<file path="src/rtl/position_error_guard_pkg.sv">
package position_error_guard_pkg;

	localparam int unsigned LEVEL_W            = 30;
	localparam int unsigned ERR_W              = 32;
	localparam int unsigned POS_W              = 32;
	localparam int unsigned SPEED_W            = 14;
	localparam int unsigned PCT_W              = 7;

	localparam logic [LEVEL_W-1:0] LEVEL_MIN   = 30'h0000_0001;
	localparam logic [LEVEL_W-1:0] LEVEL_MAX   = 30'h3FFF_FFFF;
	localparam logic [LEVEL_W-1:0] OVF_LEVEL_RST  = 30'h0050_0000;
	localparam logic [LEVEL_W-1:0] SON_LEVEL_RST  = 30'h0050_0000;
	localparam logic [SPEED_W-1:0] SPEED_MAX      = 14'h2710;
	localparam logic [SPEED_W-1:0] SPEED_LIM_RST  = 14'h2710;
	localparam logic [PCT_W-1:0]   PCT_MIN        = 7'h0A;
	localparam logic [PCT_W-1:0]   PCT_MAX        = 7'h64;
	localparam logic [PCT_W-1:0]   PCT_RST        = 7'h64;

	localparam logic [3:0] ADDR_OVF_LEVEL  = 4'h0;
	localparam logic [3:0] ADDR_SON_LEVEL  = 4'h1;
	localparam logic [3:0] ADDR_WARN_PCT   = 4'h2;
	localparam logic [3:0] ADDR_SPEED_LIM  = 4'h3;
	localparam logic [3:0] ADDR_STATUS     = 4'h4;
	localparam logic [3:0] ADDR_MASK       = 4'h5;
	localparam logic [3:0] ADDR_ERROR      = 4'h6;

	localparam int unsigned EV_OVF   = 0;
	localparam int unsigned EV_SON   = 1;
	localparam int unsigned EV_CLAMP = 2;
	localparam int unsigned EV_WARN  = 3;
	localparam int unsigned EV_W     = 4;

	typedef enum logic [1:0] {
		ST_OFF,
		ST_CLAMP,
		ST_RUN,
		ST_STOP
	} guard_state_t;

endpackage : position_error_guard_pkg

</file>
<file path="src/rtl/error_level_if.sv">
`timescale 1ns/1ns
`default_nettype none
interface error_level_if;
	import position_error_guard_pkg::*;
	logic [ERR_W-1:0]   err_mag;      // Magnitude of error count
	logic [LEVEL_W-1:0] ovf_level;    // Main alarm level
	logic [LEVEL_W-1:0] son_level;    // Servo-on alarm level
	logic [PCT_W-1:0]   warn_pct;     // Warning percent
	logic               over_ovf;     // Error above main level
	logic               over_son;     // Error above servo-on level
	logic               over_warn;    // Error above warning level
	modport cmp (input err_mag, ovf_level, son_level, warn_pct,
		output over_ovf, over_son, over_warn);
	modport user (output err_mag, ovf_level, son_level, warn_pct,
		input over_ovf, over_son, over_warn);
endinterface : error_level_if
`default_nettype wire

</file>
<file path="src/rtl/position_error_guard.sv">
// Decided for this implementation: the address map and the strobed register port.
`timescale 1ns/1ns
`default_nettype none
module position_error_guard
	import position_error_guard_pkg::*;
(
	input  wire logic               clock,        // 20 MHz control clock
	input  wire logic               srst,         // Synchronous reset, high
	input  wire logic               pos_control,  // Position control mode active
	input  wire logic               servo_on,     // Motor power request
	input  wire logic [POS_W-1:0]   ref_delta,    // Reference increment this cycle
	input  wire logic               ref_valid,    // Reference increment present
	input  wire logic [POS_W-1:0]   fb_delta,     // Feedback increment this cycle
	input  wire logic               alarm_clear,  // External alarm clear
	input  wire logic [3:0]         reg_addr,     // Register address
	input  wire logic [31:0]        reg_wdata,    // Register write data
	input  wire logic               reg_wr,       // Register write strobe
	input  wire logic               reg_rd,       // Register read strobe
	output logic      [31:0]        reg_rdata,    // Read data, cycle after strobe
	output logic                    motor_enable, // Motor power allowed
	output logic                    motor_stop,   // Stop command to drive
	output logic                    speed_clamp,  // Speed clamp active
	output logic      [SPEED_W-1:0] speed_limit,  // Active speed ceiling
	output logic                    error_overflow_alarm,       // Main overflow alarm
	output logic                    servo_on_overflow_alarm,    // Servo-on overflow alarm
	output logic                    speed_clamp_overflow_alarm, // Clamp overflow alarm
	output logic                    servo_on_warning,           // Servo-on warning flag
	output logic                    irq           // Unmasked status pending
);

	////////////////////////////////////////////////////////////////////
	// Settings and register file

	logic [LEVEL_W-1:0] overflow_alarm_level_q;
	logic [LEVEL_W-1:0] servo_on_alarm_level_q;
	logic [PCT_W-1:0]   servo_on_warning_percent_q;
	logic [SPEED_W-1:0] servo_on_speed_limit_q;
	logic [EV_W-1:0]    status_q;
	logic [EV_W-1:0]    mask_q;
	logic [ERR_W-1:0]   err_count_q;
	guard_state_t       state_q;

	function automatic logic [LEVEL_W-1:0] clip_level(input logic [31:0] v);
		if (v[31:LEVEL_W] != '0)
			return LEVEL_MAX;
		else if (v[LEVEL_W-1:0] < LEVEL_MIN)
			return LEVEL_MIN;
		else
			return v[LEVEL_W-1:0];
	endfunction : clip_level

	// One write decode shared by every register; strobe passed in so
	// the continuous assignments below follow it
	function automatic logic wr_hit(input logic strobe, input logic [3:0] addr,
		input logic [3:0] target);
		return strobe && addr == target;
	endfunction : wr_hit

	logic            wr_ovf;
	logic            wr_son;
	logic            wr_pct;
	logic            wr_spd;
	logic            wr_mask;
	logic            wr_stat;
	logic [EV_W-1:0] mask_d;
	assign wr_ovf  = wr_hit(reg_wr, reg_addr, ADDR_OVF_LEVEL);
	assign wr_son  = wr_hit(reg_wr, reg_addr, ADDR_SON_LEVEL);
	assign wr_pct  = wr_hit(reg_wr, reg_addr, ADDR_WARN_PCT);
	assign wr_spd  = wr_hit(reg_wr, reg_addr, ADDR_SPEED_LIM);
	assign wr_mask = wr_hit(reg_wr, reg_addr, ADDR_MASK);
	assign wr_stat = wr_hit(reg_wr, reg_addr, ADDR_STATUS);
	// Next mask, shared with irq so both move on the same edge
	assign mask_d  = wr_mask ? reg_wdata[EV_W-1:0] : mask_q;

	// Out-of-range writes are clipped rather than refused
	always_ff @(posedge clock) begin
		if (srst) begin
			overflow_alarm_level_q <= OVF_LEVEL_RST;
		end else if (wr_ovf) begin
			overflow_alarm_level_q <= clip_level(reg_wdata);
		end
	end

	always_ff @(posedge clock) begin
		if (srst) begin
			servo_on_alarm_level_q <= SON_LEVEL_RST;
		end else if (wr_son) begin
			servo_on_alarm_level_q <= clip_level(reg_wdata);
		end
	end

	always_ff @(posedge clock) begin
		if (srst) begin
			servo_on_warning_percent_q <= PCT_RST;
		end else if (wr_pct) begin
			if (reg_wdata > 32'(PCT_MAX))
				servo_on_warning_percent_q <= PCT_MAX;
			else if (reg_wdata < 32'(PCT_MIN))
				servo_on_warning_percent_q <= PCT_MIN;
			else
				servo_on_warning_percent_q <= reg_wdata[PCT_W-1:0];
		end
	end

	always_ff @(posedge clock) begin
		if (srst) begin
			servo_on_speed_limit_q <= SPEED_LIM_RST;
		end else if (wr_spd) begin
			if (reg_wdata > 32'(SPEED_MAX))
				servo_on_speed_limit_q <= SPEED_MAX;
			else
				servo_on_speed_limit_q <= reg_wdata[SPEED_W-1:0];
		end
	end

	always_ff @(posedge clock) begin
		if (srst) begin
			mask_q <= '0;
		end else begin
			mask_q <= mask_d;
		end
	end

	always_ff @(posedge clock) begin
		if (srst) begin
			reg_rdata <= '0;
		end else if (reg_rd) begin
			unique case (reg_addr)
				ADDR_OVF_LEVEL: reg_rdata <= 32'(overflow_alarm_level_q);
				ADDR_SON_LEVEL: reg_rdata <= 32'(servo_on_alarm_level_q);
				ADDR_WARN_PCT:  reg_rdata <= 32'(servo_on_warning_percent_q);
				ADDR_SPEED_LIM: reg_rdata <= 32'(servo_on_speed_limit_q);
				ADDR_STATUS:    reg_rdata <= 32'(status_q);
				ADDR_MASK:      reg_rdata <= 32'(mask_q);
				ADDR_ERROR:     reg_rdata <= err_count_q;
				default:        reg_rdata <= '0;
			endcase
		end else begin
			reg_rdata <= '0;
		end
	end

	////////////////////////////////////////////////////////////////////
	// Error counter and level comparison

	error_level_if lv ();

	assign lv.err_mag   = err_count_q[ERR_W-1] ? ERR_W'(-err_count_q) : err_count_q;
	assign lv.ovf_level = overflow_alarm_level_q;
	assign lv.son_level = servo_on_alarm_level_q;
	assign lv.warn_pct  = servo_on_warning_percent_q;

	error_level_compare u_cmp (
		.lv (lv.cmp)
	);

	// Feedback keeps counting while power is off so the residual is real
	always_ff @(posedge clock) begin
		if (srst) begin
			err_count_q <= '0;
		end else if (!pos_control) begin
			err_count_q <= '0;
		end else begin
			err_count_q <= err_count_q + (ref_valid ? ref_delta : '0) - fb_delta;
		end
	end

	////////////////////////////////////////////////////////////////////
	// Servo sequence

	logic son_rise;
	logic servo_on_q;
	logic ev_ovf;
	logic ev_son;
	logic ev_clamp;
	logic ev_warn;
	logic any_alarm;

	always_ff @(posedge clock) begin
		if (srst) begin
			servo_on_q <= 1'b0;
		end else begin
			servo_on_q <= servo_on;
		end
	end

	// The power-on check runs only from OFF; STOP waits for a clear
	assign son_rise  = servo_on && !servo_on_q && pos_control && state_q == ST_OFF;
	assign ev_son    = son_rise && lv.over_son;
	assign ev_warn   = son_rise && lv.over_warn;
	assign ev_clamp  = state_q == ST_CLAMP && ref_valid && lv.over_ovf;
	assign ev_ovf    = state_q == ST_RUN && lv.over_ovf;
	assign any_alarm = error_overflow_alarm || servo_on_overflow_alarm
		|| speed_clamp_overflow_alarm;

	always_ff @(posedge clock) begin
		if (srst) begin
			state_q <= ST_OFF;
		end else begin
			unique case (state_q)
				ST_OFF: begin
					if (son_rise) begin
						if (lv.over_son)
							state_q <= ST_STOP;
						else if (err_count_q != '0)
							state_q <= ST_CLAMP;
						else
							state_q <= ST_RUN;
					end
				end
				ST_CLAMP: begin
					if (!servo_on || !pos_control)
						state_q <= ST_OFF;
					else if (ev_clamp)
						state_q <= ST_STOP;
					else if (err_count_q == '0)
						state_q <= ST_RUN;
				end
				ST_RUN: begin
					if (ev_ovf)
						state_q <= ST_STOP;
					else if (!servo_on || !pos_control)
						state_q <= ST_OFF;
				end
				ST_STOP: begin
					// Held here whatever servo_on does
					if (alarm_clear)
						state_q <= ST_OFF;
				end
			endcase
		end
	end

	////////////////////////////////////////////////////////////////////
	// Latched alarms and outputs

	always_ff @(posedge clock) begin
		if (srst) begin
			error_overflow_alarm       <= 1'b0;
			servo_on_overflow_alarm    <= 1'b0;
			speed_clamp_overflow_alarm <= 1'b0;
			servo_on_warning           <= 1'b0;
		end else begin
			// New events win over a clear in the same cycle
			error_overflow_alarm       <= ev_ovf || (error_overflow_alarm && !alarm_clear);
			servo_on_overflow_alarm    <= ev_son || (servo_on_overflow_alarm && !alarm_clear);
			speed_clamp_overflow_alarm <= ev_clamp || (speed_clamp_overflow_alarm && !alarm_clear);
			servo_on_warning           <= ev_warn || (servo_on_warning && !alarm_clear);
		end
	end

	// Status as it stands after this edge: irq rises with its status bit,
	// and a masked event never pulses it
	logic [EV_W-1:0] status_d;
	assign status_d = {ev_warn, ev_clamp, ev_son, ev_ovf}
		| (status_q & ~(wr_stat ? reg_wdata[EV_W-1:0] : '0));

	always_ff @(posedge clock) begin
		if (srst) begin
			status_q <= '0;
		end else begin
			status_q <= status_d;
		end
	end

	always_ff @(posedge clock) begin
		if (srst) begin
			irq <= 1'b0;
		end else begin
			irq <= |(status_d & mask_d);
		end
	end

	always_ff @(posedge clock) begin
		if (srst) begin
			motor_enable <= 1'b0;
			motor_stop   <= 1'b1;
			speed_clamp  <= 1'b0;
			speed_limit  <= SPEED_LIM_RST;
		end else begin
			// Stop as soon as the alarm event fires, on the same edge that moves the state to STOP
			motor_stop   <= ev_ovf || ev_son || ev_clamp || any_alarm
				|| (state_q == ST_STOP) || !servo_on;
			motor_enable <= (state_q == ST_CLAMP || state_q == ST_RUN)
				&& !(ev_ovf || ev_clamp) && !any_alarm;
			speed_clamp  <= state_q == ST_CLAMP;
			speed_limit  <= state_q == ST_CLAMP ? servo_on_speed_limit_q : SPEED_MAX;
		end
	end

endmodule : position_error_guard
`default_nettype wire

</file>
<file path="src/rtl/error_level_compare.sv">
`timescale 1ns/1ns
`default_nettype none
module error_level_compare
	import position_error_guard_pkg::*;
(
	error_level_if.cmp lv    // Levels in, comparisons out
);
	// Wide enough for the largest error magnitude times one hundred
	localparam int unsigned PROD_W = ERR_W + PCT_W;

	logic [PROD_W-1:0] warn_scaled;
	logic [PROD_W-1:0] err_scaled;

	// Compare error*100 against level*pct so no divider is needed
	assign warn_scaled  = PROD_W'(lv.son_level) * PROD_W'(lv.warn_pct);
	assign err_scaled   = PROD_W'(lv.err_mag) * PROD_W'(PCT_MAX);
	assign lv.over_ovf  = lv.err_mag > ERR_W'(lv.ovf_level);
	assign lv.over_son  = lv.err_mag > ERR_W'(lv.son_level);
	assign lv.over_warn = err_scaled > warn_scaled;
endmodule : error_level_compare
`default_nettype wire

</file>
<file path="config.mk">
export PLATFORM = sky130hd
export DESIGN_NAME = position_error_guard
export DESIGN_NICKNAME = d
export VERILOG_FILES = /design/src/rtl/position_error_guard_pkg.sv /design/src/rtl/error_level_if.sv /design/src/rtl/position_error_guard.sv /design/src/rtl/error_level_compare.sv
export SDC_FILE = /design/constraint.sdc
export NUM_CORES = 1
export LEC_CHECK = 0
export BUFFER_PORTS_ARGS = -buffer_cell sky130_fd_sc_hd__buf_2
export CAP_MARGIN = 30
export CORE_ASPECT_RATIO = 0.8
export CORE_MARGIN = 4
export CORE_UTILIZATION = 45
export DETAILED_ROUTE_END_ITERATION = 10
export PLACE_DENSITY = 0.6
export SLEW_MARGIN = 20
export SYNTH_ARGS = -nofsm -noshare
export SYNTH_HDL_FRONTEND = slang
export SYNTH_HIERARCHICAL = 1
export SYNTH_SLANG_ARGS = --single-unit
</file>
<file path="constraint.sdc">
create_clock -name clock -period 8.9 [get_ports clock]
set_clock_uncertainty 0.05 [all_clocks]
set_input_delay 1.335 -clock clock [delete_from_list [all_inputs] [get_ports clock]]
set_output_delay 1.335 -clock clock [all_outputs]
set_load 0.005 [all_outputs]
</file>
* Yosys cells after proc, flatten, opt, wreduce, memory -nomap -nowiden
Cells that the tools add are included.
** Cells by class
- Add/subtract/negate cells :: 3
- $mul :: 2
- Magnitude comparators :: 7
- Eq/ne operators :: 13
- Multiplexer cells :: 20
- Bitwise logic cells :: 7
- Reduce and logical (&&, ||, !) cells :: 50
** Operators with widths (count)
- 32-bit case mux with 7 select lines :: 1
- 32-bit by 30-bit > comparator with 1-bit output :: 2
- 32-bit two-way mux :: 2
- 30-bit two-way mux :: 2
- 39-bit by 37-bit > comparator with 1-bit output :: 1
- 30-bit by 7-bit multiplier with 37-bit output :: 1
- 32-bit by 5-bit multiplier with 37-bit output, second input constant :: 1
- 32-bit adder :: 1
- 32-bit by 14-bit > comparator with 1-bit output, second input constant :: 1
- 32-bit by 7-bit > comparator with 1-bit output, second input constant :: 1
- 32-bit logical NOT :: 1
- 32-bit by 4-bit < comparator with 1-bit output, second input constant :: 1
- 32-bit negator :: 1
- 32-bit nonzero test :: 1
- 32-bit subtractor :: 1
- 30-bit by 1-bit < comparator with 1-bit output, second input constant :: 1
- 1-bit logical AND :: 20
- 2-bit two-way mux :: 9
- 1-bit logical OR :: 14
- 14-bit two-way mux :: 1
- 7-bit two-way mux :: 2
- 4-bit by 3-bit equality test with 1-bit output, second input constant :: 3
- 4-bit bitwise AND :: 2
- 4-bit by 2-bit equality test with 1-bit output, second input constant :: 2
- 18 further kinds :: 30
** Storage, ports and cells
- Flip-flop bits (word level) :: 178
- Input bits :: 108
- Output and inout bits :: 54
- Logic and storage cells :: 121

* Longest topological paths before layout
- Word-level depth :: 10
- Depth in mapped cells :: 35
- Mapped depth without buffers :: 35

* By module
The synthesis kept the hierarchy.
** By module, submodules not included
- error_level_compare :: instances 1, cells an instance 1493, area an instance 12298.0 um^2, seq. area each 0.0 um^2
- position_error_guard :: instances 1, cells an instance 1218, area an instance 10020.9 um^2, seq. area each 3563.4 um^2

* Least setup slack after synthesis
Ideal clock, no wire load.
- Path type :: register to register
- From :: reg err_count_q[4]
- To :: reg irq
- Library setup time :: 0.134 ns
- Arrival :: 6.781 ns
- Data required time :: 8.716 ns
- Path slack :: 1.935 ns
- Stages on the path, launching flop included :: 34
- Buffers on the path :: 0
- Clock period less this slack :: 6.965 ns
- Cells stage by stage :: dfxtp_1 -> nor3_2 -> nand4_1 -> or3_1 -> o31ai_1 -> nand2_1 -> xor2_1 -> ha_1 -> ha_1 -> inv_1 -> fa_1 -> inv_1 -> ha_1 -> nand2_1 -> o21ai_1 -> or3_1 -> a221o_1 -> a41oi_4 -> a31oi_4 -> a211o_1 -> a2111o_1 -> o311ai_1 -> ha_1 -> a21oi_1 -> o21ai_0 -> nor3_1 -> a21oi_1 -> a211o_1 -> nand3_1 -> nand2_1 -> mux2i_1 -> a21oi_1 -> nor2_1 -> a31oi_1
** On the way
- Longest elaborated chain between the ends :: 8
- Elaborated cells on any way between the ends :: 13
- Classes of those cells :: add/sub (1); mul (1); order compare (3); mux (1); bitwise (2); reduce/logical (5)
** RTL lines
- start: declaration :: RTL line position_error_guard.sv:40 : logic [ERR_W-1:0] err_count_q;
- start signal: assignment :: RTL line position_error_guard.sv:164 : err_count_q <= err_count_q + (ref_valid ? ref_delta : '0) - fb_delta;
- 32-bit negator :: RTL line position_error_guard.sv:148 : assign lv.err_mag = err_count_q[ERR_W-1] ? ERR_W'(-err_count_q) : err_count_q;
- 32-bit two-way mux :: RTL line position_error_guard.sv:148
- via lv.err_mag[19] :: RTL line error_level_if.sv:5 : logic [ERR_W-1:0] err_mag;
- 32-bit by 5-bit multiplier with 37-bit output :: RTL line error_level_compare.sv:16 : assign err_scaled = PROD_W'(lv.err_mag) * PROD_W'(PCT_MAX);
- 39-bit by 37-bit > comparator with 1-bit output :: RTL line error_level_compare.sv:19 : assign lv.over_warn = err_scaled > warn_scaled;
- via lv.over_warn :: RTL line error_level_if.sv:11 : logic over_warn;
- 1-bit logical AND :: RTL line position_error_guard.sv:190 : assign ev_warn = son_rise && lv.over_warn;
- 4-bit bitwise OR :: RTL line position_error_guard.sv:256 : | (status_q & ~(wr_stat ? reg_wdata[EV_W-1:0] : '0));
- 4-bit bitwise AND :: RTL line position_error_guard.sv:270 : irq <= |(status_d & mask_d);
- 4-bit OR reduction :: RTL line position_error_guard.sv:270
- end signal: assignment :: RTL line position_error_guard.sv:270
- end: declaration :: RTL line position_error_guard.sv:28 : output logic irq
The timed path passes the listed nets, and every way through them passes these cells.
A chain may end at the register's enable or synchronous reset.

* Final worst setup path
Same ends and word-level chain as after synthesis.

==> summary.md <==
| Metric | Value |
|---|---|
| Post-synthesis register bit count | `178` |
| Core area | `0.0486 mm²` |
| Worst min path class | `register to register` |
| Final period utilization | `90.7%` |
| Synthesized area | `0.0223 mm²` |
| Initial antenna violation count | `2` |
| Register-to-Register Path Depth | `33` |
| Primary FF master, synth | `dfxtp_1` |
| GRT overflow | `0` |
| Post-Route WL | `66800 µm` |
| Synth warn | `6` |
| Min cycle time layout | `8070 ps` |
| Fin nets | `3419` |
| Worst IR Drop VDD | `0.000198 V` |
| Critical Path RT | `9170 ps` |
| Slew HR | `31.7%` |
| Delay-heaviest family, CP | `compound AO/OA/AOI/OAI gates` |
| Site Rows | `72` |
| Max-slew violations | `0` |
| Port bufs | `161` |
| Num CTS Buffers | `17` |
| Routed Antenna Nets | `0` |
| DR vias/cell | `5.62` |
| Syn_area_per_cell | `8.23 µm²` |
| Vias in the first global route | `19700` |
| DR pass1 iterations | `9` |
| Gr usage total | `24.8%` |
| Share of cells above drive strength 1 | `8.99%` |
| Dpl cell area | `0.0238 mm²` |
| Critical path buffers and inverters | `2` |
| Hpwl dp | `54800 µm` |
| Most frequent cell on the critical path | `ha_1` |
| Placed insts | `3434` |
| Clock latency at the later pin of the worst-skew pair | `450 ps` |
| Commonest non-fill, non-tap cell in the layout | `inv_1` |
| R2r endpoint | `irq` |
| Post-CTS setup buffer count | `0` |
| Max Cap Viol | `0` |
| Commonest non-fill, non-tap cells in the layout | `446 x inv_1, 290 x ha_1, 210 x nor2_1` |
| Post-synthesis sequential area ratio | `16.0%` |
| Critical path class | `register to register` |
| Total Neg Setup Slack | `0 ps` |
| Num ports | `162` |
| DR iter-0 viols | `1643` |
| Crit-path slowest cell | `o31ai_1` |
| Critical Path Source Type | `register` |
| Die area | `0.0532 mm²` |
| Hold endpoint | `error_overflow_alarm` |
| Finish-stage setup viols | `0` |
| Final Non-Filler Cells | `3469` |
| Largest net degree at the start of global routing | `67` |
| Top cells by area, synth | `fa_1 18%, ha_1 16%, dfxtp_1 16%` |
| Die Ht | `207 µm` |
| WL/cell | `19.2 µm` |
| H-tree depth | `4` |
| Fmax | `124 MHz` |
| Synth area leader | `fa_1` |
| Final GP Congestion | `0.957` |
| Critical path capture point type | `register` |
| CTS max path bufs | `2` |
| Area growth syn-to-layout | `9.31%` |
| Pwr Density | `260 mW/mm²` |
| Worst-path fanout max | `6` |
| Post-Syn Instances | `2711` |
| Die W | `257 µm` |
| Resized cells post-CTS | `0` |
| FFs w/ async S/R, synth | `0%` |
| Clock Tree Root | `clkbuf_16` |
| Share of the synthesized area in the top cell type | `17.7%` |
| Hold_buf cts | `0` |
| HP Start | `error_overflow_alarm` |
| First-pass GRT wire length | `107000 µm` |
| P_leak | `11.9 nW` |
| Status | `complete, no violations` |
| Clock-pin slew on the worst setup and hold paths | `80 ps` |
| Mapped Nets | `3306` |
| Number of synthesized flops with an enable pin | `0` |
| FF-to-FF setup slack | `830 ps` |
| Synth cell types | `72` |
| RSZ-0062 raised after global routing | `no` |
| Final hold violation count | `0` |
| Final Cell Area | `0.0244 mm²` |
| DR DRC count | `0` |
| Layout fillers | `4714` |
| TritonCTS clock tree | `yes` |
| Crit path DAT | `8340 ps` |
| CTS sink cnt | `178` |
| RR Startpoint | `err_count_q[4]` |
| Via Count | `19500` |
| Initial Util | `45.9%` |
| Hold Path Stages | `2` |
| Tightest Pin Transition | `1020 ps` |
| Max incr delay on CP | `500 ps` |
cell families (layout without fill, tap and decap cells):
group                      after synthesis  in the layout  synth area share (%)
and+or+nand+nor                        817            817                  18.5
xor gates and xnor gates               102            102                  4.00
other                                    0              3                     0
buffers and inverters                  540            666                  9.08
DFF                                    178            178                  16.0
adders and majority gates              487            487                  33.9
AOI/OAI and AO/OA                      569            569                  17.6
muxes                                   18             18                 0.919
registers in the layout, summed over array words and instances (netlist names), 2 cells and up:
| register | flops |
|---|---|
| err_count_q | 32 |
| lv.ovf_level | 30 |
| lv.son_level | 30 |
| lv.warn_pct | 7 |
| mask_q | 4 |
| reg_rdata | 32 |
| servo_on_speed_limit_q | 14 |
| speed_limit | 14 |
| state_q | 2 |
| status_q | 4 |
how the worst max path moves through the flow:
stage	start	endpoint	slack, ps	cells after the start
6_report	err_count_q[4]	irq	830	33
5_1_grt	err_count_q[4]	irq	280	33
4_1_cts	err_count_q[4]	irq	890	33
3_5_place_dp	err_count_q[4]	irq	910	33
3_3_place_gp	err_count_q[4]	irq	1090	33
2_1_floorplan	err_count_q[4]	irq	1930	33
worst register-to-register path: cells and delay by family (launching register included):
kind,cells,cell delay [ps]
compound gates,14,3050
simple gates,10,2070
fa+ha+maj,5,1780
xor+xnor,1,410
flops,1,360
mux,1,120
buf+inv,2,90
metal layers:
layer / vias to the layer above / global-route usage [%] / wire, µm
li1: 9359 / - / -
met1: 9395 / 37.4 / 32400
met2: 643 / 37.6 / 28600
met3: 80 / 3.74 / 4580
met4: 2 / 5.45 / 1170
met5: - / 0 / 10
synth_stat cells (3+ instances only):
library cell / number
nand3_1: 39
a222oi_1: 29
inv_1: 446
nand4_1: 38
mux2i_1: 16
a211oi_1: 72
nor2b_1: 26
dfxtp_1: 178
a221oi_1: 7
o22ai_1: 5
nor3b_1: 5
a21o_1: 66
a211o_1: 10
a221o_1: 3
o21bai_1: 19
ha_1: 290
buf_1: 13
o211ai_1: 19
or2_2: 6
and3_1: 19
o41ai_1: 4
or4_1: 4
nand3b_1: 4
clkbuf_1: 81
nand4b_1: 3
o21a_1: 34
nand2b_1: 25
o21ai_0: 81
a31oi_1: 16
xor2_1: 32
xnor2_1: 70
or3_1: 7
nor2_1: 210
o31ai_1: 12
and4_1: 7
a21boi_0: 4
and2_1: 184
fa_1: 197
a22oi_1: 16
o31a_1: 6
nor4_1: 15
nand2_1: 186
a21oi_1: 141
nor3_1: 27
through the flow:
stage	total power [W]	worst slack, ps	hold slack, ps	util (%)
2_1_floorplan	0.00442	1930	385	-
3_3_place_gp	0.00541	1090	415	48.8
3_5_place_dp	0.00554	911	427	49.0
4_1_cts	0.00633	892	438	50.1
5_1_grt	0.00705	276	470	50.1
6_report	0.00634	827	438	50.2
cell type report:
cell class | instances | area, µm² | share of cell area, %
clock buffers | 17 | 425 | 1.74
multi-input cells | 1993 | 16700 | 68.6
inverters | 446 | 1670 | 6.86
clock inverters | 15 | 151 | 0.621
repair buffers | 188 | 1040 | 4.26
flip-flops and latches | 178 | 3560 | 14.6
diodes | 3 | 7.51 | 0.0308
well taps | 629 | 787 | 3.23
report_power, final:
part / internal [W] / leakage (nW) / switching (W)
Combinational: 0.00193 / 10.2 / 0.00272
Clock: 0.000371 / 0.273 / 0.000372
Sequential: 0.000856 / 1.44 / 0.0000917
Note: power is estimated with default switching activity, not from simulation.
